==> config.mk <==
export PLATFORM = sky130hd
export DESIGN_NAME = pscp_loader
export DESIGN_NICKNAME = d
export VERILOG_FILES = /design/src/hdl/pscp_pkg.sv /design/src/hdl/pscp_fifo.sv /design/src/hdl/pscp_loader.sv
export SDC_FILE = /design/constraint.sdc
export NUM_CORES = 1
export LEC_CHECK = 0
export BUFFER_PORTS_ARGS = -buffer_cell sky130_fd_sc_hd__buf_2
export CORE_UTILIZATION = 35
export CTS_CLUSTER_DIAMETER = 30
export DETAILED_ROUTE_END_ITERATION = 7
export PLACE_DENSITY_LB_ADDON = 0.08
export RECOVER_POWER = 25
export SETUP_SLACK_MARGIN = 0.5
export SLEW_MARGIN = 30
export SYNTH_ARGS = -nofsm -noshare
export SYNTH_HDL_FRONTEND = slang
export SYNTH_HIERARCHICAL = 1
export SYNTH_SLANG_ARGS = --single-unit
==> constraint.sdc <==
create_clock -name sys_clk_i -period 11.64 [get_ports sys_clk_i]
set_input_delay 1.164 -clock sys_clk_i [delete_from_list [all_inputs] [get_ports sys_clk_i]]
set_output_delay 1.164 -clock sys_clk_i [all_outputs]
set_load 0.02 [all_outputs]
==> src/hdl/pscp_pkg.sv <==
package pscp_pkg;

    // ****************************************
    // clocking and timing figures
    // ****************************************
    localparam int unsigned CLK_PERIOD_NS = 10;
    localparam int unsigned POR_DELAY_US = 10;
    localparam int unsigned REQ_MIN_PULSE_US = 2;
    localparam int unsigned STATUS_LOW_MIN_US = 268;
    localparam int unsigned DONE_TO_USER_MIN_US = 175;
    localparam int unsigned DONE_TO_USER_MAX_US = 437;
    localparam int unsigned USER_INIT_PERIODS = 8576;

    function automatic int unsigned us_up(input int unsigned us);
        return (us * 1000 + CLK_PERIOD_NS - 1) / CLK_PERIOD_NS;
    endfunction

    function automatic int unsigned us_down(input int unsigned us);
        return (us * 1000) / CLK_PERIOD_NS;
    endfunction

    localparam int unsigned POR_CYCLES = us_up(POR_DELAY_US);
    localparam int unsigned REQ_MIN_CYCLES = us_up(REQ_MIN_PULSE_US);
    localparam int unsigned STATUS_LOW_CYCLES = us_up(STATUS_LOW_MIN_US);
    localparam int unsigned INIT_MIN_CYCLES = us_up(DONE_TO_USER_MIN_US);
    localparam int unsigned INIT_MAX_CYCLES = us_down(DONE_TO_USER_MAX_US);

    // ****************************************
    // bitstream layout
    // ****************************************
    localparam int unsigned WORD_BITS = 32;
    localparam logic [4:0] LAST_BIT_IDX = 5'h1f;
    localparam logic [7:0] CONFIG_WORDS = 8'h20;
    localparam logic [1:0] EDGES_TO_INIT = 2'h2;
    localparam int unsigned FIFO_DEPTH = 8;
    localparam int unsigned OPT_INIT_DONE_BIT = 0;
    localparam int unsigned OPT_USER_CLK_BIT = 1;
    localparam int unsigned OPT_DUAL_IO_BIT = 2;
    localparam logic [2:0] OPT_RESET = 3'h0;

    // ****************************************
    // types
    // ****************************************
    typedef enum logic [6:0] {
        S_POR = 7'h01,
        S_CLEAR = 7'h02,
        S_LOAD = 7'h04,
        S_DONE = 7'h08,
        S_INIT = 7'h10,
        S_USER = 7'h20,
        S_ERR = 7'h40
    } pscp_state_e;

    typedef struct packed {
        logic [WORD_BITS-1:0] data;
        logic last;
    } pscp_word_s;

    typedef struct packed {
        logic dual_io;
        logic user_clk;
        logic init_done_en;
    } pscp_opt_s;

    typedef struct packed {
        logic req_n;
        logic status;
        logic done;
        logic bclk;
        logic bdata;
        logic uclk;
    } pscp_pins_s;

endpackage

==> src/hdl/pscp_fifo.sv <==
module pscp_fifo #(
    parameter int unsigned WIDTH = 33,
    parameter int unsigned DEPTH = 8
) (
    // clock and reset
    input wire logic sys_clk_i,
    input wire logic srst_i,
    input wire logic flush_i,
    // fill side
    input wire logic [WIDTH-1:0] in_data_i,
    input wire logic in_valid_i,
    output logic in_ready_o,
    // drain side
    output logic [WIDTH-1:0] out_data_o,
    output logic out_valid_o,
    input wire logic out_ready_i
);
    localparam int unsigned AW = $clog2(DEPTH);

    logic [WIDTH-1:0] mem_r [DEPTH];
    logic [AW:0] wr_ptr_r;
    logic [AW:0] rd_ptr_r;
    wire full = (wr_ptr_r[AW] != rd_ptr_r[AW]) &&
                (wr_ptr_r[AW-1:0] == rd_ptr_r[AW-1:0]);
    wire empty = (wr_ptr_r == rd_ptr_r);
    wire push = in_valid_i && !full;
    wire pop = out_ready_i && !empty;

    assign in_ready_o = !full;
    assign out_valid_o = !empty;
    assign out_data_o = mem_r[rd_ptr_r[AW-1:0]];

    always_ff @(posedge sys_clk_i) begin
        if (push) begin
            mem_r[wr_ptr_r[AW-1:0]] <= in_data_i;
        end
    end

    always_ff @(posedge sys_clk_i) begin
        if (srst_i || flush_i) begin
            wr_ptr_r <= '0;
            rd_ptr_r <= '0;
        end else begin
            if (push) begin
                wr_ptr_r <= wr_ptr_r + 1'b1;
            end
            if (pop) begin
                rd_ptr_r <= rd_ptr_r + 1'b1;
            end
        end
    end

endmodule

==> src/hdl/pscp_loader.sv <==
// Overview of operation
// - user mode: all three lines high; host low request restarts configuration.
// - status held low for the whole power-on delay.
// - load-complete held low from power-up and during data reception.
// - data pin released to user I/O after configuration, per option.
// - full bitstream needed; load-complete rises only after error-free reception.
// - init-done driven low until initialization ends, when option loaded.
// - internal oscillator: user mode 175 to 437 us after load-complete.
// - user clock option: user mode after 8576 user clock periods.
// - timing figures hold with decompression and security disabled.
// - host may hold status low externally; device keeps waiting.
module pscp_loader #(
    parameter int unsigned STATUS_LOW_CYCLES = pscp_pkg::STATUS_LOW_CYCLES,
    parameter int unsigned INIT_MIN_CYCLES = pscp_pkg::INIT_MIN_CYCLES,
    parameter int unsigned USER_INIT_PERIODS = pscp_pkg::USER_INIT_PERIODS
) (
    // clock and reset
    input wire logic sys_clk_i,
    input wire logic srst_i,
    // host-facing pins
    input wire logic reconfig_request_n_i,
    input wire logic status_n_i,
    output logic status_n_o,
    output logic status_n_oe_o,
    input wire logic load_complete_i,
    output logic load_complete_o,
    output logic load_complete_oe_o,
    input wire logic config_bit_clock_i,
    input wire logic serial_config_in_i,
    output logic serial_config_in_o,
    output logic serial_config_in_oe_o,
    input wire logic user_init_clock_i,
    output logic init_done_o,
    output logic init_done_oe_o,
    // configuration word stream
    output pscp_pkg::pscp_word_s cfg_word_o,
    output logic cfg_valid_o,
    input wire logic cfg_ready_i,
    // core side of the dual-purpose pin
    output logic user_io_o,
    input wire logic user_io_i,
    input wire logic user_io_oe_i,
    // status to the core
    output logic user_mode_o,
    output logic config_error_o
);
    import pscp_pkg::*;

    // ****************************************
    // pin synchronisers
    // ****************************************
    pscp_pins_s pins_raw;
    pscp_pins_s sync1_r;
    pscp_pins_s sync2_r;
    pscp_pins_s sync3_r;

    assign pins_raw = '{req_n: reconfig_request_n_i, status: status_n_i,
                        done: load_complete_i, bclk: config_bit_clock_i,
                        bdata: serial_config_in_i, uclk: user_init_clock_i};

    always_ff @(posedge sys_clk_i) begin
        sync1_r <= pins_raw;
        sync2_r <= sync1_r;
        sync3_r <= sync2_r;
    end

    wire bclk_rise = sync2_r.bclk && !sync3_r.bclk;
    wire bclk_fall = !sync2_r.bclk && sync3_r.bclk;
    wire uclk_rise = sync2_r.uclk && !sync3_r.uclk;

    // ****************************************
    // reconfiguration request filter
    // ****************************************
    logic [31:0] req_cnt_r;
    // glitches shorter than the minimum pulse never restart a load
    wire req_hit = (req_cnt_r >= REQ_MIN_CYCLES);

    always_ff @(posedge sys_clk_i) begin
        if (srst_i || sync2_r.req_n) begin
            req_cnt_r <= '0;
        end else if (!req_hit) begin
            req_cnt_r <= req_cnt_r + 32'h1;
        end
    end

    // ****************************************
    // sequencer
    // ****************************************
    pscp_state_e state_r;
    pscp_state_e state_nxt;
    logic [31:0] tmr_r;
    logic [31:0] uclk_cnt_r;
    logic [1:0] fall_cnt_r;
    pscp_opt_s opt_r;
    logic [7:0] word_cnt_r;
    logic [4:0] bit_cnt_r;
    logic [WORD_BITS-1:0] shift_r;
    logic [WORD_BITS-1:0] sum_r;
    logic pend_r;
    pscp_word_s pend_word_r;
    logic fifo_in_ready;

    wire in_load = (state_r == S_LOAD);
    wire [WORD_BITS-1:0] word_now = {shift_r[WORD_BITS-2:0], sync2_r.bdata};
    wire word_done = in_load && bclk_rise && (bit_cnt_r == LAST_BIT_IDX);
    wire last_word = (word_cnt_r == CONFIG_WORDS - 8'h1);
    wire sum_ok = (word_now == sum_r);
    // a new word while the previous one still waits means data was lost
    wire overflow = word_done && pend_r && !fifo_in_ready;
    wire clear_done = (tmr_r >= STATUS_LOW_CYCLES);
    // the count runs on in S_INIT so it spans from load-complete rising
    wire osc_init_done = (tmr_r >= INIT_MIN_CYCLES - 1);
    wire usr_init_done = (uclk_cnt_r >= USER_INIT_PERIODS);
    wire init_finish = opt_r.user_clk ? usr_init_done : osc_init_done;

    always_comb begin
        state_nxt = state_r;
        case (state_r)
            S_POR: begin
                if (tmr_r >= POR_CYCLES - 1) begin
                    state_nxt = S_CLEAR;
                end
            end
            S_CLEAR: begin
                // external hold on status keeps us here indefinitely
                if (clear_done && sync2_r.req_n && sync2_r.status) begin
                    state_nxt = S_LOAD;
                end
            end
            S_LOAD: begin
                if (overflow) begin
                    state_nxt = S_ERR;
                end else if (word_done && last_word) begin
                    state_nxt = sum_ok ? S_DONE : S_ERR;
                end
            end
            S_DONE: begin
                if (fall_cnt_r == EDGES_TO_INIT) begin
                    state_nxt = S_INIT;
                end
            end
            S_INIT: begin
                if (init_finish) begin
                    state_nxt = S_USER;
                end
            end
            default: begin
                state_nxt = state_r;
            end
        endcase
        if (req_hit && state_r != S_POR) begin
            state_nxt = S_CLEAR;
        end
    end

    wire leaving = (state_nxt != state_r);
    wire keep_tmr = (state_r == S_DONE) && (state_nxt == S_INIT);

    always_ff @(posedge sys_clk_i) begin
        if (srst_i) begin
            state_r <= S_POR;
        end else begin
            state_r <= state_nxt;
        end
    end

    always_ff @(posedge sys_clk_i) begin
        if (srst_i || (leaving && !keep_tmr)) begin
            tmr_r <= '0;
        end else if (tmr_r != 32'hffffffff) begin
            tmr_r <= tmr_r + 32'h1;
        end
    end

    // ****************************************
    // initialization edge and clock counters
    // ****************************************
    always_ff @(posedge sys_clk_i) begin
        if (srst_i || state_r != S_DONE) begin
            fall_cnt_r <= '0;
        end else if (bclk_fall && sync2_r.done) begin
            fall_cnt_r <= fall_cnt_r + 2'h1;
        end
    end

    always_ff @(posedge sys_clk_i) begin
        if (srst_i || state_r != S_INIT) begin
            uclk_cnt_r <= '0;
        end else if (uclk_rise && !usr_init_done) begin
            uclk_cnt_r <= uclk_cnt_r + 32'h1;
        end
    end

    // ****************************************
    // serial deserializer and checksum
    // ****************************************
    // bits arrive msb first; the last word is the xor of all before it
    always_ff @(posedge sys_clk_i) begin
        if (srst_i || !in_load) begin
            bit_cnt_r <= '0;
            word_cnt_r <= '0;
            sum_r <= '0;
        end else if (bclk_rise) begin
            shift_r <= word_now;
            bit_cnt_r <= bit_cnt_r + 5'h1;
            if (word_done) begin
                word_cnt_r <= word_cnt_r + 8'h1;
                sum_r <= sum_r ^ word_now;
            end
        end
    end

    always_ff @(posedge sys_clk_i) begin
        if (srst_i || state_r == S_CLEAR) begin
            opt_r <= OPT_RESET;
        end else if (word_done && word_cnt_r == 8'h0) begin
            opt_r.init_done_en <= word_now[OPT_INIT_DONE_BIT];
            opt_r.user_clk <= word_now[OPT_USER_CLK_BIT];
            opt_r.dual_io <= word_now[OPT_DUAL_IO_BIT];
        end
    end

    // one-word skid ahead of the fifo: the host cannot be stalled,
    // so a full fifo only shows up as a load error
    always_ff @(posedge sys_clk_i) begin
        if (srst_i || state_r == S_CLEAR) begin
            pend_r <= 1'b0;
        end else if (word_done && (!pend_r || fifo_in_ready)) begin
            pend_r <= 1'b1;
            pend_word_r <= '{data: word_now, last: last_word};
        end else if (fifo_in_ready) begin
            pend_r <= 1'b0;
        end
    end

    pscp_fifo #(
        .WIDTH($bits(pscp_word_s)),
        .DEPTH(FIFO_DEPTH)
    ) u_fifo (
        .sys_clk_i(sys_clk_i),
        .srst_i(srst_i),
        .flush_i(state_r == S_CLEAR),
        .in_data_i(pend_word_r),
        .in_valid_i(pend_r),
        .in_ready_o(fifo_in_ready),
        .out_data_o(cfg_word_o),
        .out_valid_o(cfg_valid_o),
        .out_ready_i(cfg_ready_i)
    );

    // ****************************************
    // pin drivers
    // ****************************************
    wire status_low = (state_r == S_POR) || (state_r == S_ERR) ||
                      ((state_r == S_CLEAR) &&
                       !(clear_done && sync2_r.req_n));
    wire done_low = (state_r == S_POR) || (state_r == S_CLEAR) ||
                    (state_r == S_LOAD) || (state_r == S_ERR);

    assign status_n_o = 1'b0;
    assign status_n_oe_o = status_low;
    assign load_complete_o = 1'b0;
    assign load_complete_oe_o = done_low;
    assign init_done_o = 1'b0;
    assign init_done_oe_o = opt_r.init_done_en && (state_r != S_USER);

    logic pin_o_r;
    logic pin_oe_r;

    always_ff @(posedge sys_clk_i) begin
        if (srst_i) begin
            pin_o_r <= 1'b0;
            pin_oe_r <= 1'b0;
            user_mode_o <= 1'b0;
            config_error_o <= 1'b0;
            user_io_o <= 1'b0;
        end else begin
            pin_o_r <= user_io_i;
            pin_oe_r <= (state_nxt == S_USER) && opt_r.dual_io &&
                        user_io_oe_i;
            user_mode_o <= (state_nxt == S_USER);
            config_error_o <= (state_nxt == S_ERR);
            user_io_o <= (state_r == S_USER) && sync2_r.bdata;
        end
    end

    assign serial_config_in_o = pin_o_r;
    assign serial_config_in_oe_o = pin_oe_r;

endmodule

=== Word-level counts from Yosys, hierarchy flattened ===
Memory sizes are Yosys's and may differ from the RTL's. A register that Yosys moved wholly into a read port is not among the register bits.
Index checks and enable logic that the tools add are counted.

* Add/subtract/negate cells: 8
* Multipliers: 0
* Div/mod/pow operators: 0
* Magnitude comparators: 5
* Eq/ne operators: 24
* Shifts and indexed selects: 0
* Multiplexer cells: 16
* Bitwise operators: 3
* Reduce and logical (&&, ||, !) cells: 51

{| class="wikitable"
|+ Operator list
! kind !! count
|-
| adder 32 x 1 -> 32 bit (second input constant) || 3
|-
| greater-or-equal comparator 32 x 15 -> 1 bit (second input constant) || 2
|-
| two-way mux 7 bit || 8
|-
| case mux 7 bit (5 select lines) || 1
|-
| equality test 32 bit || 1
|-
| greater-or-equal comparator 32 x 10 -> 1 bit (second input constant) || 1
|-
| greater-or-equal comparator 32 x 14 -> 1 bit (second input constant) || 1
|-
| greater-or-equal comparator 32 x 8 -> 1 bit (second input constant) || 1
|-
| != test 32 bit (second input constant) || 1
|-
| XOR 32 bit || 1
|-
| logical AND 1 bit || 25
|-
| equality test 7 x 5 -> 1 bit (second input constant) || 2
|-
| equality test 7 x 6 -> 1 bit (second input constant) || 2
|-
| equality test 7 bit (second input constant) || 2
|-
| logical OR 1 bit || 12
|-
| logical NOT 1 bit || 10
|-
| adder 4 x 1 -> 4 bit (second input constant) || 2
|-
| adder 8 x 1 -> 8 bit (second input constant) || 1
|-
| equality test 8 x 5 -> 1 bit (second input constant) || 1
|-
| logical NOT 8 bit || 1
|-
| equality test 7 x 1 -> 1 bit (second input constant) || 1
|-
| equality test 7 x 2 -> 1 bit (second input constant) || 1
|-
| equality test 7 x 3 -> 1 bit (second input constant) || 1
|-
| equality test 7 x 4 -> 1 bit (second input constant) || 1
|-
| 17 further kinds || 25
|}

* Register bits after elaboration: 245
* Bits in latches: 0
* RAM bits: 264
* Memory bits (read-only): 0
* Output and inout bits: 45
* Word-level logic and storage cells: 144
* Memories: 1

{| class="wikitable"
|+ Memory list
! name !! depth !! width !! read ports !! clocked after Yosys merged registers in !! write ports !! RTL line !! source
|-
| u_fifo.mem_r || 8 || 33 || 1 || 1 || 1 || pscp_fifo.sv:20 || <nowiki>logic [WIDTH-1:0] mem_r [DEPTH];</nowiki>
|}

=== Logic depth before layout (Yosys ltp) ===
* Depth after elaboration: 14
* Mapped depth: 12
* Gate-level depth less buffers: 10

=== Hierarchy ===
The synthesis kept the hierarchy.

{| class="wikitable"
|+ Modules (own cells, without submodules)
! module !! instances !! cells an instance !! area an instance (µm²) !! sequential area each (µm²)
|-
| pscp_fifo || 1 || 467 || 10684.0 || 8147.8
|-
| pscp_loader || 1 || 903 || 9773.1 || 5385.2
|}

=== Least setup slack after synthesis ===
No wires, ideal clock.

* Path type: register to register
* From: register u_fifo.wr_ptr_r[1]
* To: memory u_fifo.mem_r[3][0] (enable)
* Setup time: 0.518 ns
* Data arrival time: 4.424 ns
* Required time: 11.122 ns
* Slack: 6.698 ns
* Stages on the path, launching flop included: 5
* Buffers on the path: 1
* Period minus slack after synthesis: 4.942 ns
* Path through: dfxtp_1 -> buf_2 -> xor2_1 -> nor4_4 -> nor4b_1

* Cells in the longest elaborated chain, start to end: 6

{| class="wikitable"
|+ Ends and longest elaborated chain
! element !! RTL line !! source
|-
| from (decl) || pscp_fifo.sv:21 || <nowiki>logic [AW:0] wr_ptr_r;</nowiki>
|-
| from (signal assigned) || pscp_fifo.sv:45 || <nowiki>wr_ptr_r <= wr_ptr_r + 1'b1;</nowiki>
|-
| equality test 3 bit || pscp_fifo.sv:24 || <nowiki>(wr_ptr_r[AW-1:0] == rd_ptr_r[AW-1:0]);</nowiki>
|-
| logical AND 1 bit || pscp_fifo.sv:23 || <nowiki>wire full = (wr_ptr_r[AW] != rd_ptr_r[AW]) &&</nowiki>
|-
| logical NOT 1 bit || pscp_fifo.sv:26 || <nowiki>wire push = in_valid_i && !full;</nowiki>
|-
| logical AND 1 bit || pscp_fifo.sv:26 ||
|-
| two-way mux 1 bit || pscp_fifo.sv:34 || <nowiki>if (push) begin</nowiki>
|-
| two-way mux 1 bit (implied by the code) || pscp_fifo.sv:35 || <nowiki>mem_r[wr_ptr_r[AW-1:0]] <= in_data_i;</nowiki>
|-
| to (decl) || pscp_fifo.sv:20 ||
|}

Several ways; a longest one is shown, not always the timed one.

==> results.txt <==
status: finished, final reports clean
P_sw: 1.11 mW
Final Slew Violations: 0
Post-Syn Area per Cell: 14.9 µm²
Sw Share: 20.0%
leak pwr: 8.81 nW
clk sinks: 512
most frequent cells after synthesis: edfxtp_1 (328), dfxtp_1 (184), nor2_1 (109)
remaining antenna violation count: 0
CTS H-tree depth: 3
Buffers on Ports: 52
Congestion Overflow GR: 0
Pwr Total: 5.57 mW
largest net degree at the start of global routing: 60
DP Area: 21500 µm²
Clock transition at path regs: 0.04 ns
Worst Hold Class: register to register
Iter 0 DRT Violations: 482
Yosys top cell by area: edfxtp_1
via count: 11.4k
Overall Global Routing Usage: 14.8%
Post-Route Utilization: 44.5%
design area: 25700 µm²
Post-synth EDFFs: 328
flops & latches, synth: 512
DRC viols: 0
pwr dens: 217 nW/µm²
max-cap violations: 0
routability congestion estimate: 0.737
crit-path cells: buf_4, mux4_1, mux2_2, buf_2
Slew headroom: 38.4%
Fillers: 5202
Hold Violations, Final: 0
final setup vio count: 0
Die H: 244 µm
first drt pass iteration count: 6
Root Buffer: clkbuf_16
initial antenna violation count: 0
slowest cell delay on critical path: 0.77 ns
row count: 88
crit end category: output pin
WL final: 43200 µm
Req. time, crit path: 10.48 ns
Worst-Margin Slew: 0.925 ns
vias in the first global route: 11.9k
Final #Nets: 1520
FF+latch area: 13500 µm²
Core ar.: 57700 µm²
Post-CTS Resized: 0
Worst-Skew Late Latency: 0.64 ns
fin crit period: 4.38 ns
Crit-path slowest cell: buf_4
ranking of synthesized cells by area: edfxtp_1 (48%), dfxtp_1 (18%), mux4_2 (6.6%), xor2_1 (4.1%), nor2_1 (2.0%)
CP Class: register to output pin
Fin Clk Skew: 0.0242 ns
delay-heaviest family, CP: buffers and inverters
RSZ-0062 raised after global routing: no
layout cells sized above 1: 27.0%
Setup Total Neg Slack: 0 ns
sequential area share after synthesis: 66.2%
Buf/Inv on CP: 2
Yosys Warn Count: 6
post-place setup slack: 7.80 ns
initial core utilization: 35.5%
area of the multi-input gates: 6560 µm²
cts hold-fix bufs: 0
cell count after synthesis: 1370
setup bufs post-CTS: 0
combinational share of power: 3.8%
Die Wd: 244 µm
die area: 59400 µm²
CTS tree: done
Worst Path Max Fanout: 41
Num CTS Buffers: 116
area growth from synthesis to layout: 25.6%
first-pass GRT wire length: 68400 µm
diode count: 0
Bufs on Longest Clock Path: 3
most frequent cell after synthesis: edfxtp_1
Sequential Power Share: 34.9%
internal power: 4.46 mW
Yosys cell types: 75
fin crit share: 37.6%
VDD IR-drop max: 0.119 mV
Async SR Flop Fraction: 0%
fmax: 0.228 GHz
worst path arrival time: 3.22 ns
io pins: 56
post-DP HPWL: 23600 µm
via/cell ratio: 4.81
Main synth FF type: edfxtp_1
fin worst setup slack: 7.26 ns
DR WL/cell: 18.3 µm
top cell type's share of synthesized area: 48.1%
part of the power in the clock network: 61.3%
Mapped Area: 20500 µm²
critical path startpoint category: register
==> power groups by stage <==
stage	clock, mW	sequential (mW)	combinational (mW)
after floorplan	0	1.96	0.188
after global placement	0	1.98	0.213
after detailed placement	0	1.98	0.214
after CTS	3.49	1.95	0.215
after global routing	3.59	1.95	0.227
final	3.42	1.95	0.210
==> cell usage in the layout (no fill, tap or decap), types with 9 or more instances in the layout <==
master,netlist,layout
nor2_1,109,106
mux4_2,60,60
ha_1,13,13
clkbuf_8,0,10
or3_1,10,10
xnor2_1,34,34
mux2i_1,15,15
nor3_1,22,19
and2_1,51,51
and3_1,18,18
bufinv_16,0,25
xor2_1,96,96
nor4_1,27,26
inv_1,21,21
mux2_2,35,35
clkinvlp_4,0,11
buf_2,12,52
clkbuf_16,0,117
edfxtp_1,328,328
dfxtp_1,184,181
clkinv_2,0,21
nand2_1,83,83
nand3_1,18,18
clkbuf_1,27,16
buf_4,6,16
nand4_1,29,29
clkinv_1,0,9
nor3_2,33,36
==> layer usage <==
layer	GRT usage, %	vias up	wire length (µm)
li1	-	5419	-
met1	20.1	5665	20400
met2	23.2	199	20200
met3	3.62	70	1690
met4	5.17	0	776
met5	0	-	0
==> worst register-to-register path: stages (launching register included) <==
cell	delay, ns
dfxtp_1	0.61
xor2_1	0.22
nor4_4	0.72
inv_1	0.12
nand2b_1	0.22
o41ai_1	0.12
nand2_1	0.12
o22ai_1	0.26
a221oi_4	0.11
a31oi_4	0.15
buf_4	0.49
nor3_1	0.13
==> sequential cells by signal, indices dropped and copies added, names as in the netlist, 4 cells and up, named ones only <==
signal	flops
u_fifo/rd_ptr_r	4
req_cnt_r	32
tmr_r	32
pend_word_r	33
u_fifo/wr_ptr_r	4
sync1_r	6
bit_cnt_r	5
u_fifo/mem_r	264
state_r	7
word_cnt_r	8
sync2_r	6
uclk_cnt_r	32
sum_r	32
shift_r	31
==> metrics by stage <==
step | cells | hold slack, ns
5_1_grt | 2359 | 0.326
2_1_floorplan | 1372 | 0.310
6_report | 2359 | 0.321
3_3_place_gp | 2143 | 0.313
4_1_cts | 2359 | 0.321
3_5_place_dp | 2143 | 0.312
==> cells by family after synthesis <==
logic type	synth area share, %
AOI/OAI and AO/OA	2.54
xor gates and xnor gates	5.57
adders and majority gates	0.795
buffers and inverters	2.12
DFF	66.2
muxes	10.0
other	0.0183
and+or+nand+nor	12.8
==> path summary, 6_finish.rpt <==
kind,from,endpoint,slack (ns),cells after the start
setup reg to reg,u_fifo/wr_ptr_r[2],tmr_r[31],8.23,11
setup / recovery,register,cfg_word_o[25],7.26,4
hold / removal,sync1_r[4],sync2_r[4],0.32,0
hold reg to reg,sync1_r[4],sync2_r[4],0.32,0
==> area by class of cell <==
cell class	instances	area share, %
Sequential cell	512	52.7
Multi-Input combinational cell	777	25.5
Clock buffer	143	12.2
Clock inverter	73	4.12
Tap cell	765	3.72
Timing Repair Buffer	68	1.48
Inverter	21	0.307
No activity file was read; power rests on OpenSTA's default activity.
